===== config.mk =====
export PLATFORM = sky130hd
export DESIGN_NAME = dmdm_map
export DESIGN_NICKNAME = d
export VERILOG_FILES = /design/src/include/dmdm_pkg.sv /design/src/core/dmdm_map.sv
export VERILOG_INCLUDE_DIRS = /design/src /design/src/include
export SDC_FILE = /design/constraint.sdc
export NUM_CORES = 1
export LEC_CHECK = 0
export ABC_AREA = 0
export BUFFER_PORTS_ARGS = -buffer_cell sky130_fd_sc_hd__buf_2
export CAP_MARGIN = 25
export CORE_MARGIN = 8
export CORE_UTILIZATION = 40
export CTS_BUF_LIST = sky130_fd_sc_hd__clkbuf_4
export DETAILED_ROUTE_END_ITERATION = 8
export GPL_ROUTABILITY_DRIVEN = 1
export PLACE_DENSITY_LB_ADDON = 0.1
export SKIP_CTS_REPAIR_TIMING = 1
export SLEW_MARGIN = 25
export SYNTH_ARGS = -nofsm -noshare
export SYNTH_HDL_FRONTEND = slang
export SYNTH_SLANG_ARGS = --single-unit
export TNS_END_PERCENT = 100

===== constraint.sdc =====
create_clock -name clk -period 4.95 [get_ports clk]
set_input_delay 0.2475 -clock clk [delete_from_list [all_inputs] [get_ports clk]]
set_output_delay 0.2475 -clock clk [all_outputs]
set_load 0.01 [all_outputs]

===== src/include/dmdm_defs.svh =====
`ifndef DMDM_DEFS_SVH
`define DMDM_DEFS_SVH
// Operation
// - Coil N travels as zero-based data address N minus one.
// - Holding register 4xxxx drops prefix; register N travels as address N minus one.
// - Coils hold one bit; holding registers hold one 16-bit word.
// - Coils 1-16 are command word; 1-2 preset select, 14-15 set-up select.
// - Coils 17-32 hold the 16-bit speed reference written by master.
// - Coils 33-48 present the drive status word, read only.
// - Coils 49-64 return output frequency open loop, feedback closed loop.
// - Coil 65 at zero makes parameter writes go to working RAM only.
// - Coil 65 at one commits parameter writes to non-volatile memory and RAM.
// - Command bits 3-6 request brake, coast, quick stop, freeze at zero; 7 start; 8 reset.
// - Status 33 control ready, 34 drive ready, 35 safety closed, 36 alarm, 40 warning.
// - Status 41-44, 46-48 as listed; coils 37-39 and 45 read zero.
// - Holding register 7 returns last error code of the data-object interface.
// - Holding register 9 holds array index applied to indexed parameter accesses.
// - Parameters map in steps of ten, register numbers 10 up to 49990.
// - Parameter register number equals ten times the parameter number.
// - Register 50000 takes the command word, 50010 the bus reference.
// - Register 50200 shows the status word, 50210 the main actual value.

// Coil data addresses, zero based.
`define DMDM_COIL_CMD_LAST   16'h000f
`define DMDM_COIL_REF_LAST   16'h001f
`define DMDM_COIL_STAT_LAST  16'h002f
`define DMDM_COIL_ACT_LAST   16'h003f
`define DMDM_COIL_STORE      16'h0040

// Holding register numbers as printed, decimal.
`define DMDM_REG_LAST_ERROR  17'd7
`define DMDM_REG_ARRAY_INDEX 17'd9
`define DMDM_REG_CMD_WORD    17'd50000
`define DMDM_REG_BUS_REF     17'd50010
`define DMDM_REG_STATUS      17'd50200
`define DMDM_REG_ACTUAL      17'd50210
`define DMDM_REG_PARAM_FIRST 17'd10
`define DMDM_REG_PARAM_LAST  17'd49990
`define DMDM_PARAM_STEP      17'd10

// Command word fields.
`define DMDM_CMD_PRESET_LO   0
`define DMDM_CMD_DC_BRAKE    2
`define DMDM_CMD_COAST       3
`define DMDM_CMD_QSTOP       4
`define DMDM_CMD_FREEZE      5
`define DMDM_CMD_START       6
`define DMDM_CMD_RESET       7
`define DMDM_CMD_SETUP_LO    13

// Reset values.
`define DMDM_RST_CMD_WORD    16'h0000
`define DMDM_RST_BUS_REF     16'h0000
`define DMDM_RST_INDEX       16'h0000
`define DMDM_RST_ERROR       16'h0000
`endif


===== src/include/dmdm_pkg.sv =====
package dmdm_pkg;
  typedef enum logic [2:0] {
    DMDM_C_CMD, DMDM_C_REF, DMDM_C_STAT, DMDM_C_ACT, DMDM_C_STORE, DMDM_C_NONE
  } dmdm_coil_t;
  typedef enum logic [2:0] {
    DMDM_H_ERR, DMDM_H_IDX, DMDM_H_CMD, DMDM_H_REF,
    DMDM_H_STAT, DMDM_H_ACT, DMDM_H_PARAM, DMDM_H_NONE
  } dmdm_hold_t;
  typedef enum {
    DMDM_IDLE, DMDM_PARAM_WAIT
  } dmdm_state_t;
endpackage


===== src/core/dmdm_map.sv =====
`timescale 1ns/1ps
`include "dmdm_defs.svh"
module dmdm_map
  import dmdm_pkg::*;
#(
  parameter int ADDR_W = 16
) (
  input  wire logic               clk,
  input  wire logic               reset,
  input  wire logic               req_valid,
  output logic                    req_ready,
  input  wire logic               req_holding,
  input  wire logic               req_write,
  input  wire logic [ADDR_W-1:0]  req_addr,
  input  wire logic [15:0]        req_wdata,
  output logic                    resp_valid,
  output logic [15:0]             resp_rdata,
  output logic                    resp_reserved,
  input  wire logic               control_ready,
  input  wire logic               drive_ready,
  input  wire logic               safety_closed,
  input  wire logic               alarm,
  input  wire logic               warning,
  input  wire logic               at_reference,
  input  wire logic               auto_mode,
  input  wire logic               in_freq_range,
  input  wire logic               running,
  input  wire logic               voltage_warning,
  input  wire logic               current_limit,
  input  wire logic               thermal_warning,
  input  wire logic               closed_loop,
  input  wire logic [15:0]        output_frequency,
  input  wire logic [15:0]        feedback_value,
  input  wire logic               error_valid,
  input  wire logic [15:0]        error_code,
  output logic [15:0]             command_word,
  output logic [15:0]             speed_reference,
  output logic [1:0]              preset_ref_sel,
  output logic [1:0]              setup_sel,
  output logic                    dc_brake_req,
  output logic                    coast_req,
  output logic                    quick_stop_req,
  output logic                    freeze_req,
  output logic                    start_req,
  output logic                    fault_reset_req,
  output logic                    param_wr,
  output logic                    param_rd,
  output logic [15:0]             param_num,
  output logic [15:0]             param_index,
  output logic [15:0]             param_wdata,
  output logic                    param_nvm,
  input  wire logic               param_rd_ack,
  input  wire logic [15:0]        param_rd_data
);

  // Every decode below assumes a 16-bit data address.
  if (ADDR_W != 16) begin : g_addr_w_check
    $error("dmdm_map serves 16-bit data addresses only");
  end

  // ********************************************************************
  // Address decoding
  // ********************************************************************

  function automatic dmdm_coil_t coil_decode(input logic [15:0] a);
    if (a <= `DMDM_COIL_CMD_LAST) begin
      return DMDM_C_CMD;
    end else if (a <= `DMDM_COIL_REF_LAST) begin
      return DMDM_C_REF;
    end else if (a <= `DMDM_COIL_STAT_LAST) begin
      return DMDM_C_STAT;
    end else if (a <= `DMDM_COIL_ACT_LAST) begin
      return DMDM_C_ACT;
    end else if (a == `DMDM_COIL_STORE) begin
      return DMDM_C_STORE;
    end else begin
      return DMDM_C_NONE;
    end
  endfunction

  function automatic dmdm_hold_t hold_decode(input logic [15:0] a);
    logic [16:0] n;
    // The register number is one above the zero-based data address.
    n = {1'b0, a} + 17'd1;
    if (n == `DMDM_REG_LAST_ERROR) begin
      return DMDM_H_ERR;
    end else if (n == `DMDM_REG_ARRAY_INDEX) begin
      return DMDM_H_IDX;
    end else if (n == `DMDM_REG_CMD_WORD) begin
      return DMDM_H_CMD;
    end else if (n == `DMDM_REG_BUS_REF) begin
      return DMDM_H_REF;
    end else if (n == `DMDM_REG_STATUS) begin
      return DMDM_H_STAT;
    end else if (n == `DMDM_REG_ACTUAL) begin
      return DMDM_H_ACT;
    end else if (n >= `DMDM_REG_PARAM_FIRST && n <= `DMDM_REG_PARAM_LAST
                 && (n % `DMDM_PARAM_STEP) == 17'd0) begin
      return DMDM_H_PARAM;
    end else begin
      return DMDM_H_NONE;
    end
  endfunction

  // ********************************************************************
  // Drive values seen by the master
  // ********************************************************************

  logic [15:0] status_word;
  logic [15:0] actual_value;

  // Unused status positions always read as zero.
  always_comb begin
    status_word = {thermal_warning, current_limit, voltage_warning, 1'b0,
                   running, in_freq_range, auto_mode, at_reference,
                   warning, 3'b000, alarm, safety_closed, drive_ready,
                   control_ready};
  end

  always_comb begin
    actual_value = closed_loop ? feedback_value : output_frequency;
  end

  // ********************************************************************
  // Access sequencing and register state
  // ********************************************************************

  dmdm_state_t state;
  dmdm_state_t next_state;
  logic        store_bit;
  logic        next_store_bit;
  logic [15:0] last_error;
  logic [15:0] next_last_error;
  logic [15:0] array_index;
  logic [15:0] next_array_index;
  logic [15:0] cmd_reg;
  logic [15:0] next_cmd_reg;
  logic [15:0] ref_reg;
  logic [15:0] next_ref_reg;
  logic        next_resp_valid;
  logic [15:0] next_resp_rdata;
  logic        next_resp_reserved;
  logic        next_param_wr;
  logic        next_param_rd;
  logic [15:0] next_param_num;
  logic [15:0] next_param_wdata;
  logic        next_param_nvm;
  dmdm_coil_t  coil_sel;
  dmdm_hold_t  hold_sel;
  logic [3:0]  bit_sel;
  logic [16:0] reg_num;

  assign req_ready    = (state == DMDM_IDLE);

  always_comb begin
    coil_sel = coil_decode(req_addr);
    hold_sel = hold_decode(req_addr);
    bit_sel  = req_addr[3:0];
    reg_num  = {1'b0, req_addr} + 17'd1;
  end

  always_comb begin
    next_state         = state;
    next_store_bit     = store_bit;
    next_last_error    = last_error;
    next_array_index   = array_index;
    next_cmd_reg       = cmd_reg;
    next_ref_reg       = ref_reg;
    next_resp_valid    = 1'b0;
    next_resp_rdata    = resp_rdata;
    next_resp_reserved = resp_reserved;
    next_param_wr      = 1'b0;
    next_param_rd      = 1'b0;
    next_param_num     = param_num;
    next_param_wdata   = param_wdata;
    next_param_nvm     = param_nvm;
    // Error capture runs in every state, so no code is lost during a parameter read.
    if (error_valid) begin
      next_last_error = error_code;
    end
    case (state)
      DMDM_IDLE: begin
        if (req_valid) begin
          next_resp_rdata    = 16'h0000;
          next_resp_reserved = 1'b0;
          if (!req_holding) begin
            next_resp_valid = 1'b1;
            case (coil_sel)
              DMDM_C_CMD: begin
                next_resp_rdata[0] = cmd_reg[bit_sel];
                if (req_write) begin
                  next_cmd_reg[bit_sel] = req_wdata[0];
                end
              end
              DMDM_C_REF: begin
                next_resp_rdata[0] = ref_reg[bit_sel];
                if (req_write) begin
                  next_ref_reg[bit_sel] = req_wdata[0];
                end
              end
              DMDM_C_STAT: begin
                next_resp_rdata[0] = status_word[bit_sel];
              end
              DMDM_C_ACT: begin
                next_resp_rdata[0] = actual_value[bit_sel];
              end
              DMDM_C_STORE: begin
                next_resp_rdata[0] = store_bit;
                if (req_write) begin
                  next_store_bit = req_wdata[0];
                end
              end
              default: begin
                next_resp_reserved = 1'b1;
              end
            endcase
          end else begin
            case (hold_sel)
              DMDM_H_ERR: begin
                next_resp_valid = 1'b1;
                next_resp_rdata = last_error;
              end
              DMDM_H_IDX: begin
                next_resp_valid = 1'b1;
                next_resp_rdata = array_index;
                if (req_write) begin
                  next_array_index = req_wdata;
                end
              end
              // A holding write replaces the whole command or reference word.
              DMDM_H_CMD: begin
                next_resp_valid = 1'b1;
                next_resp_rdata = cmd_reg;
                if (req_write) begin
                  next_cmd_reg = req_wdata;
                end
              end
              DMDM_H_REF: begin
                next_resp_valid = 1'b1;
                next_resp_rdata = ref_reg;
                if (req_write) begin
                  next_ref_reg = req_wdata;
                end
              end
              DMDM_H_STAT: begin
                next_resp_valid = 1'b1;
                next_resp_rdata = status_word;
              end
              DMDM_H_ACT: begin
                next_resp_valid = 1'b1;
                next_resp_rdata = actual_value;
              end
              DMDM_H_PARAM: begin
                next_param_num   = 16'(reg_num / `DMDM_PARAM_STEP);
                next_param_wdata = req_wdata;
                next_param_nvm   = store_bit;
                if (req_write) begin
                  next_param_wr   = 1'b1;
                  next_resp_valid = 1'b1;
                  next_resp_rdata = req_wdata;
                end else begin
                  next_param_rd = 1'b1;
                  next_state    = DMDM_PARAM_WAIT;
                end
              end
              default: begin
                next_resp_valid    = 1'b1;
                next_resp_reserved = 1'b1;
              end
            endcase
          end
        end
      end
      // Ready stays low until the store answers. There is no timeout here.
      DMDM_PARAM_WAIT: begin
        if (param_rd_ack) begin
          next_resp_valid = 1'b1;
          next_resp_rdata = param_rd_data;
          next_state      = DMDM_IDLE;
        end
      end
      default: begin
        next_state = DMDM_IDLE;
      end
    endcase
  end

  always_ff @(posedge clk or posedge reset) begin
    if (reset) begin
      state         <= DMDM_IDLE;
      store_bit     <= 1'b0;
      last_error    <= `DMDM_RST_ERROR;
      array_index   <= `DMDM_RST_INDEX;
      cmd_reg       <= `DMDM_RST_CMD_WORD;
      ref_reg       <= `DMDM_RST_BUS_REF;
      resp_valid    <= 1'b0;
      resp_rdata    <= 16'h0000;
      resp_reserved <= 1'b0;
      param_wr      <= 1'b0;
      param_rd      <= 1'b0;
      param_num     <= 16'h0000;
      param_wdata   <= 16'h0000;
      param_nvm     <= 1'b0;
    end else begin
      state         <= next_state;
      store_bit     <= next_store_bit;
      last_error    <= next_last_error;
      array_index   <= next_array_index;
      cmd_reg       <= next_cmd_reg;
      ref_reg       <= next_ref_reg;
      resp_valid    <= next_resp_valid;
      resp_rdata    <= next_resp_rdata;
      resp_reserved <= next_resp_reserved;
      param_wr      <= next_param_wr;
      param_rd      <= next_param_rd;
      param_num     <= next_param_num;
      param_wdata   <= next_param_wdata;
      param_nvm     <= next_param_nvm;
    end
  end

  // ********************************************************************
  // Drive control outputs
  // ********************************************************************

  // Stop requests are active when their command bit is zero.
  always_comb begin
    command_word    = cmd_reg;
    speed_reference = ref_reg;
    param_index     = array_index;
    preset_ref_sel  = cmd_reg[`DMDM_CMD_PRESET_LO +: 2];
    setup_sel       = cmd_reg[`DMDM_CMD_SETUP_LO +: 2];
    dc_brake_req    = ~cmd_reg[`DMDM_CMD_DC_BRAKE];
    coast_req       = ~cmd_reg[`DMDM_CMD_COAST];
    quick_stop_req  = ~cmd_reg[`DMDM_CMD_QSTOP];
    freeze_req      = ~cmd_reg[`DMDM_CMD_FREEZE];
    start_req       = cmd_reg[`DMDM_CMD_START];
    fault_reset_req = cmd_reg[`DMDM_CMD_RESET];
  end

endmodule


==> summary.txt <==
Clock tree
  – Worst-path clk slew: 0.13 ns
  – Clk root buf: clkbuf_4
  – CTS H-tree depth: 4
  – CTS buffer count: 17
  – CTS Sinks: 117
  – Clock Latency Late Sink: 0.57 ns
  – Clock tree from TritonCTS: built
  – CTS Buffer Depth: 2

GRT
  – Remaining global-route overflow: 0
  – Number of global-route vias before repair: 10100
  – Initial antenna violation count: 2
  – First-pass GRT wire length: 59700 um
  – GRT Total Usage: 27.0%
  – Pin count of the biggest net entering global routing: 68

Floorplanning
  – Die W: 167 um
  – Row count: 55
  – Core area: 22600 um2
  – Die Height: 167 um
  – Io pins: 228
  – Starting Density: 40.6%
  – Die area: 28000 um2

Power
  – Cell leakage power: 5.94 nW
  – Power, Total: 3.32 mW
  – Pwr/cell area: 255 nW/um2
  – Peak supply drop: 0.000172 V

Synth
  – Avg Cell Area, Syn: 9.16 um2
  – Async S/R FF share, synth: 100%
  – Top FF cell, synth: dfrtp_1
  – Yosys warns: 0
  – Register area share after synthesis: 32.0%
  – Post-synth EDFFs: 0
  – Post-Syn Area: 9160 um2
  – Synth Register Bits: 117
  – Distinct cells, synth: 98
  – Post-synthesis cell count: 1000

Critical path
  – Worst Setup Start Kind: input pin
  – CP max stage delay: 0.66 ns
  – Critical Path RT: 5.42 ns
  – Crit path max fanout: 6
  – Critical path capture point type: flip-flop
  – Reg-to-reg slack, setup: 2.28 ns
  – Slowest cell on crit path: or4_4
  – WS Path Type: input pin to flip-flop
  – Worst Path Arrival: 6.40 ns

Final layout
  – Number of fill cells in the layout: 2082
  – Layout cells sized above 1: 47.0%
  – Area growth, synth to finish: 41.8%
  – Multi-input gate area: 6110 um2
  – Layout Nets: 1529
  – Sequential cell area: 2930 um2

Placed design
  – Routability cong.: 0.913
  – IO Port Bufs: 225
  – Detailed placement HPWL: 30100 um

Timing
  – Highest clock rate: 169 MHz
  – Unrepaired setup endpoints after global routing: true
  – Slew Viols, Final: 0
  – Slew headroom: 31.6%
  – Setup TNS Final: -43.92 ns
  – Final hold violation count: 0
  – Min Clock Period, post-route: 5.93 ns
  – Pin slew with the least headroom to its limit: 1.03 ns
  – Final Cycle Share: 120%
  – Clock Skews: 0.0302 ns
  – Final setup violating endpoints: 52
  – Post-route setup slack: -0.982 ns
  – Fin Hold WS: 0.0287 ns

Drt
  – Antenna-violating nets left: 0
  – DRC Markers: 0
  – Starting DRT DRC Count: 988
  – Drt via density: 5.95
  – Drt wl/cell: 23.4 um
  – Pre-antenna DRT Iters: 5
  – Vias: 10200
  – Detailed Route WL: 39900 um

Run
  – Max Cap Violations: 0

Outcome
  – Status: finished, violations left
  – Violated checks: negative setup slack

Min path
  – Hold crit path type: input pin to flip-flop
[metrics by stage]
step                      worst slack, ns  cells  cell area [um2]  utilization [%]
final                              -0.982   1708            13000             57.5
after floorplan                    -0.954   1001             9300                -
after detailed placement            -1.41   1618            11800             52.3
after global placement              -1.39   1618            11800             52.3
after CTS                          -0.842   1650            12100             53.7
after global routing                -1.19   1708            13000             57.5
[worst max-delay path, delay by kind of cell]
| family | cells | cell delay, ns |
|---|---|---|
| mux | 1 | 0.30 |
| buf+inv | 5 | 0.88 |
| xor+xnor | 1 | 0.23 |
| fa+ha+maj | 2 | 0.43 |
| simple gates | 10 | 2.34 |
| compound gates | 10 | 1.96 |
[power by group]
| part | total, mW | internal, mW | leakage, nW | switching [mW] |
|---|---|---|---|---|
| Sequential | 1.18 | 1.09 | 1.53 | 0.0805 |
| Clock | 0.795 | 0.322 | 0.163 | 0.473 |
| Combinational | 1.35 | 0.654 | 4.25 | 0.692 |
| Total | 3.32 | 2.07 | 5.94 | 1.25 |
[path summary, 6_finish.rpt]
check	depth (start not counted)	to	startpoint
setup / recovery	29	param_wdata[9]	req_addr[1]
hold / removal	3	resp_rdata[3]	req_wdata[3]
setup reg to reg	6	resp_rdata[0]	command_word[15]
hold reg to reg	1	param_num[13]	param_num[13]
max in group asynchronous	4	last_error[15]	reset
min in group asynchronous	3	param_wdata[8]	reset
[cell families after synthesis]
logic type / synth area share (%)
compound gates: 25.6
fa+ha+maj: 1.19
flops: 32.0
xor+xnor: 3.24
simple gates: 18.1
buf+inv: 5.94
mux: 13.9
other cells: 0.0410
[Yosys cell counts, types with 7 or more instances]
cell | n | share of area [%]
a21oi_1 | 82 | 4.5
a221oi_1 | 12 | 1.1
a221oi_2 | 10 | 1.6
a222oi_1 | 12 | 1.3
a22oi_1 | 19 | 1.6
a2bb2oi_2 | 8 | 1.3
a31oi_1 | 11 | 0.75
and3_1 | 12 | 0.82
buf_2 | 15 | 0.82
buf_4 | 13 | 1.1
buf_6 | 8 | 0.98
clkbuf_1 | 42 | 1.7
dfrtp_1 | 117 | 32
ha_1 | 7 | 0.96
inv_1 | 26 | 1.1
mux2_2 | 54 | 6.6
mux2_4 | 18 | 3.0
mux2i_1 | 8 | 0.87
mux4_2 | 14 | 3.4
nand2_1 | 56 | 2.3
nand3_1 | 35 | 1.9
nand4_1 | 29 | 2.0
nor2_1 | 100 | 4.1
nor3_1 | 36 | 2.0
nor4_1 | 11 | 0.75
o211ai_1 | 8 | 0.66
o21ai_0 | 53 | 2.9
o31ai_1 | 19 | 1.6
xnor2_1 | 19 | 1.8
xor2_1 | 8 | 0.77
[placed cells by master (no fill, tap or decap), types with 7 or more instances in the layout]
cell           count
a21oi_1           76
a221oi_2          16
a222oi_1          12
a22oi_1           19
a2bb2oi_2          9
a31oi_1           10
and3_1            11
buf_2            223
buf_4            202
buf_6              8
clkbuf_4          18
dfrtp_1          117
dlygate4sd3_1     29
inv_1             25
mux2_2            54
mux2_4            18
mux4_2            14
nand2_1           55
nand3_1           33
nand4_1           29
nor2_1            93
nor2_4             7
nor3_1            31
nor4_1             9
o211ai_1           8
o21ai_0           49
o21ai_1            7
o31ai_1           17
xnor2_1           19
xor2_1             7
[registers in the layout, summed over array words and instances (netlist names)]
| signal | count |
|---|---|
| param_index | 16 |
| param_nvm | 1 |
| resp_valid | 1 |
| param_wr | 1 |
| store_bit | 1 |
| state | 1 |
| command_word | 16 |
| resp_rdata | 16 |
| last_error | 16 |
| param_wdata | 16 |
| resp_reserved | 1 |
| param_rd | 1 |
| speed_reference | 16 |
| param_num | 14 |
[per-layer routing]
layer  routed length [um]  GRT usage (%)  up-vias
met5                   13              0        -
met4                 1660           11.6        2
met3                 2250           4.82       82
met2                19800           45.9      433
met1                16300           33.1     4976
li1                     -              -     4676
[cell type report]
type | instances | area share, %
antenna | 4 | 0.0771
clock buffer | 18 | 1.04
clock inverter | 14 | 1.27
inverter | 27 | 0.800
multi-input combinational | 773 | 47.1
sequential | 117 | 22.6
tap | 285 | 2.75
timing repair buffer | 470 | 24.4
Note: power is estimated with default switching activity, not from simulation.
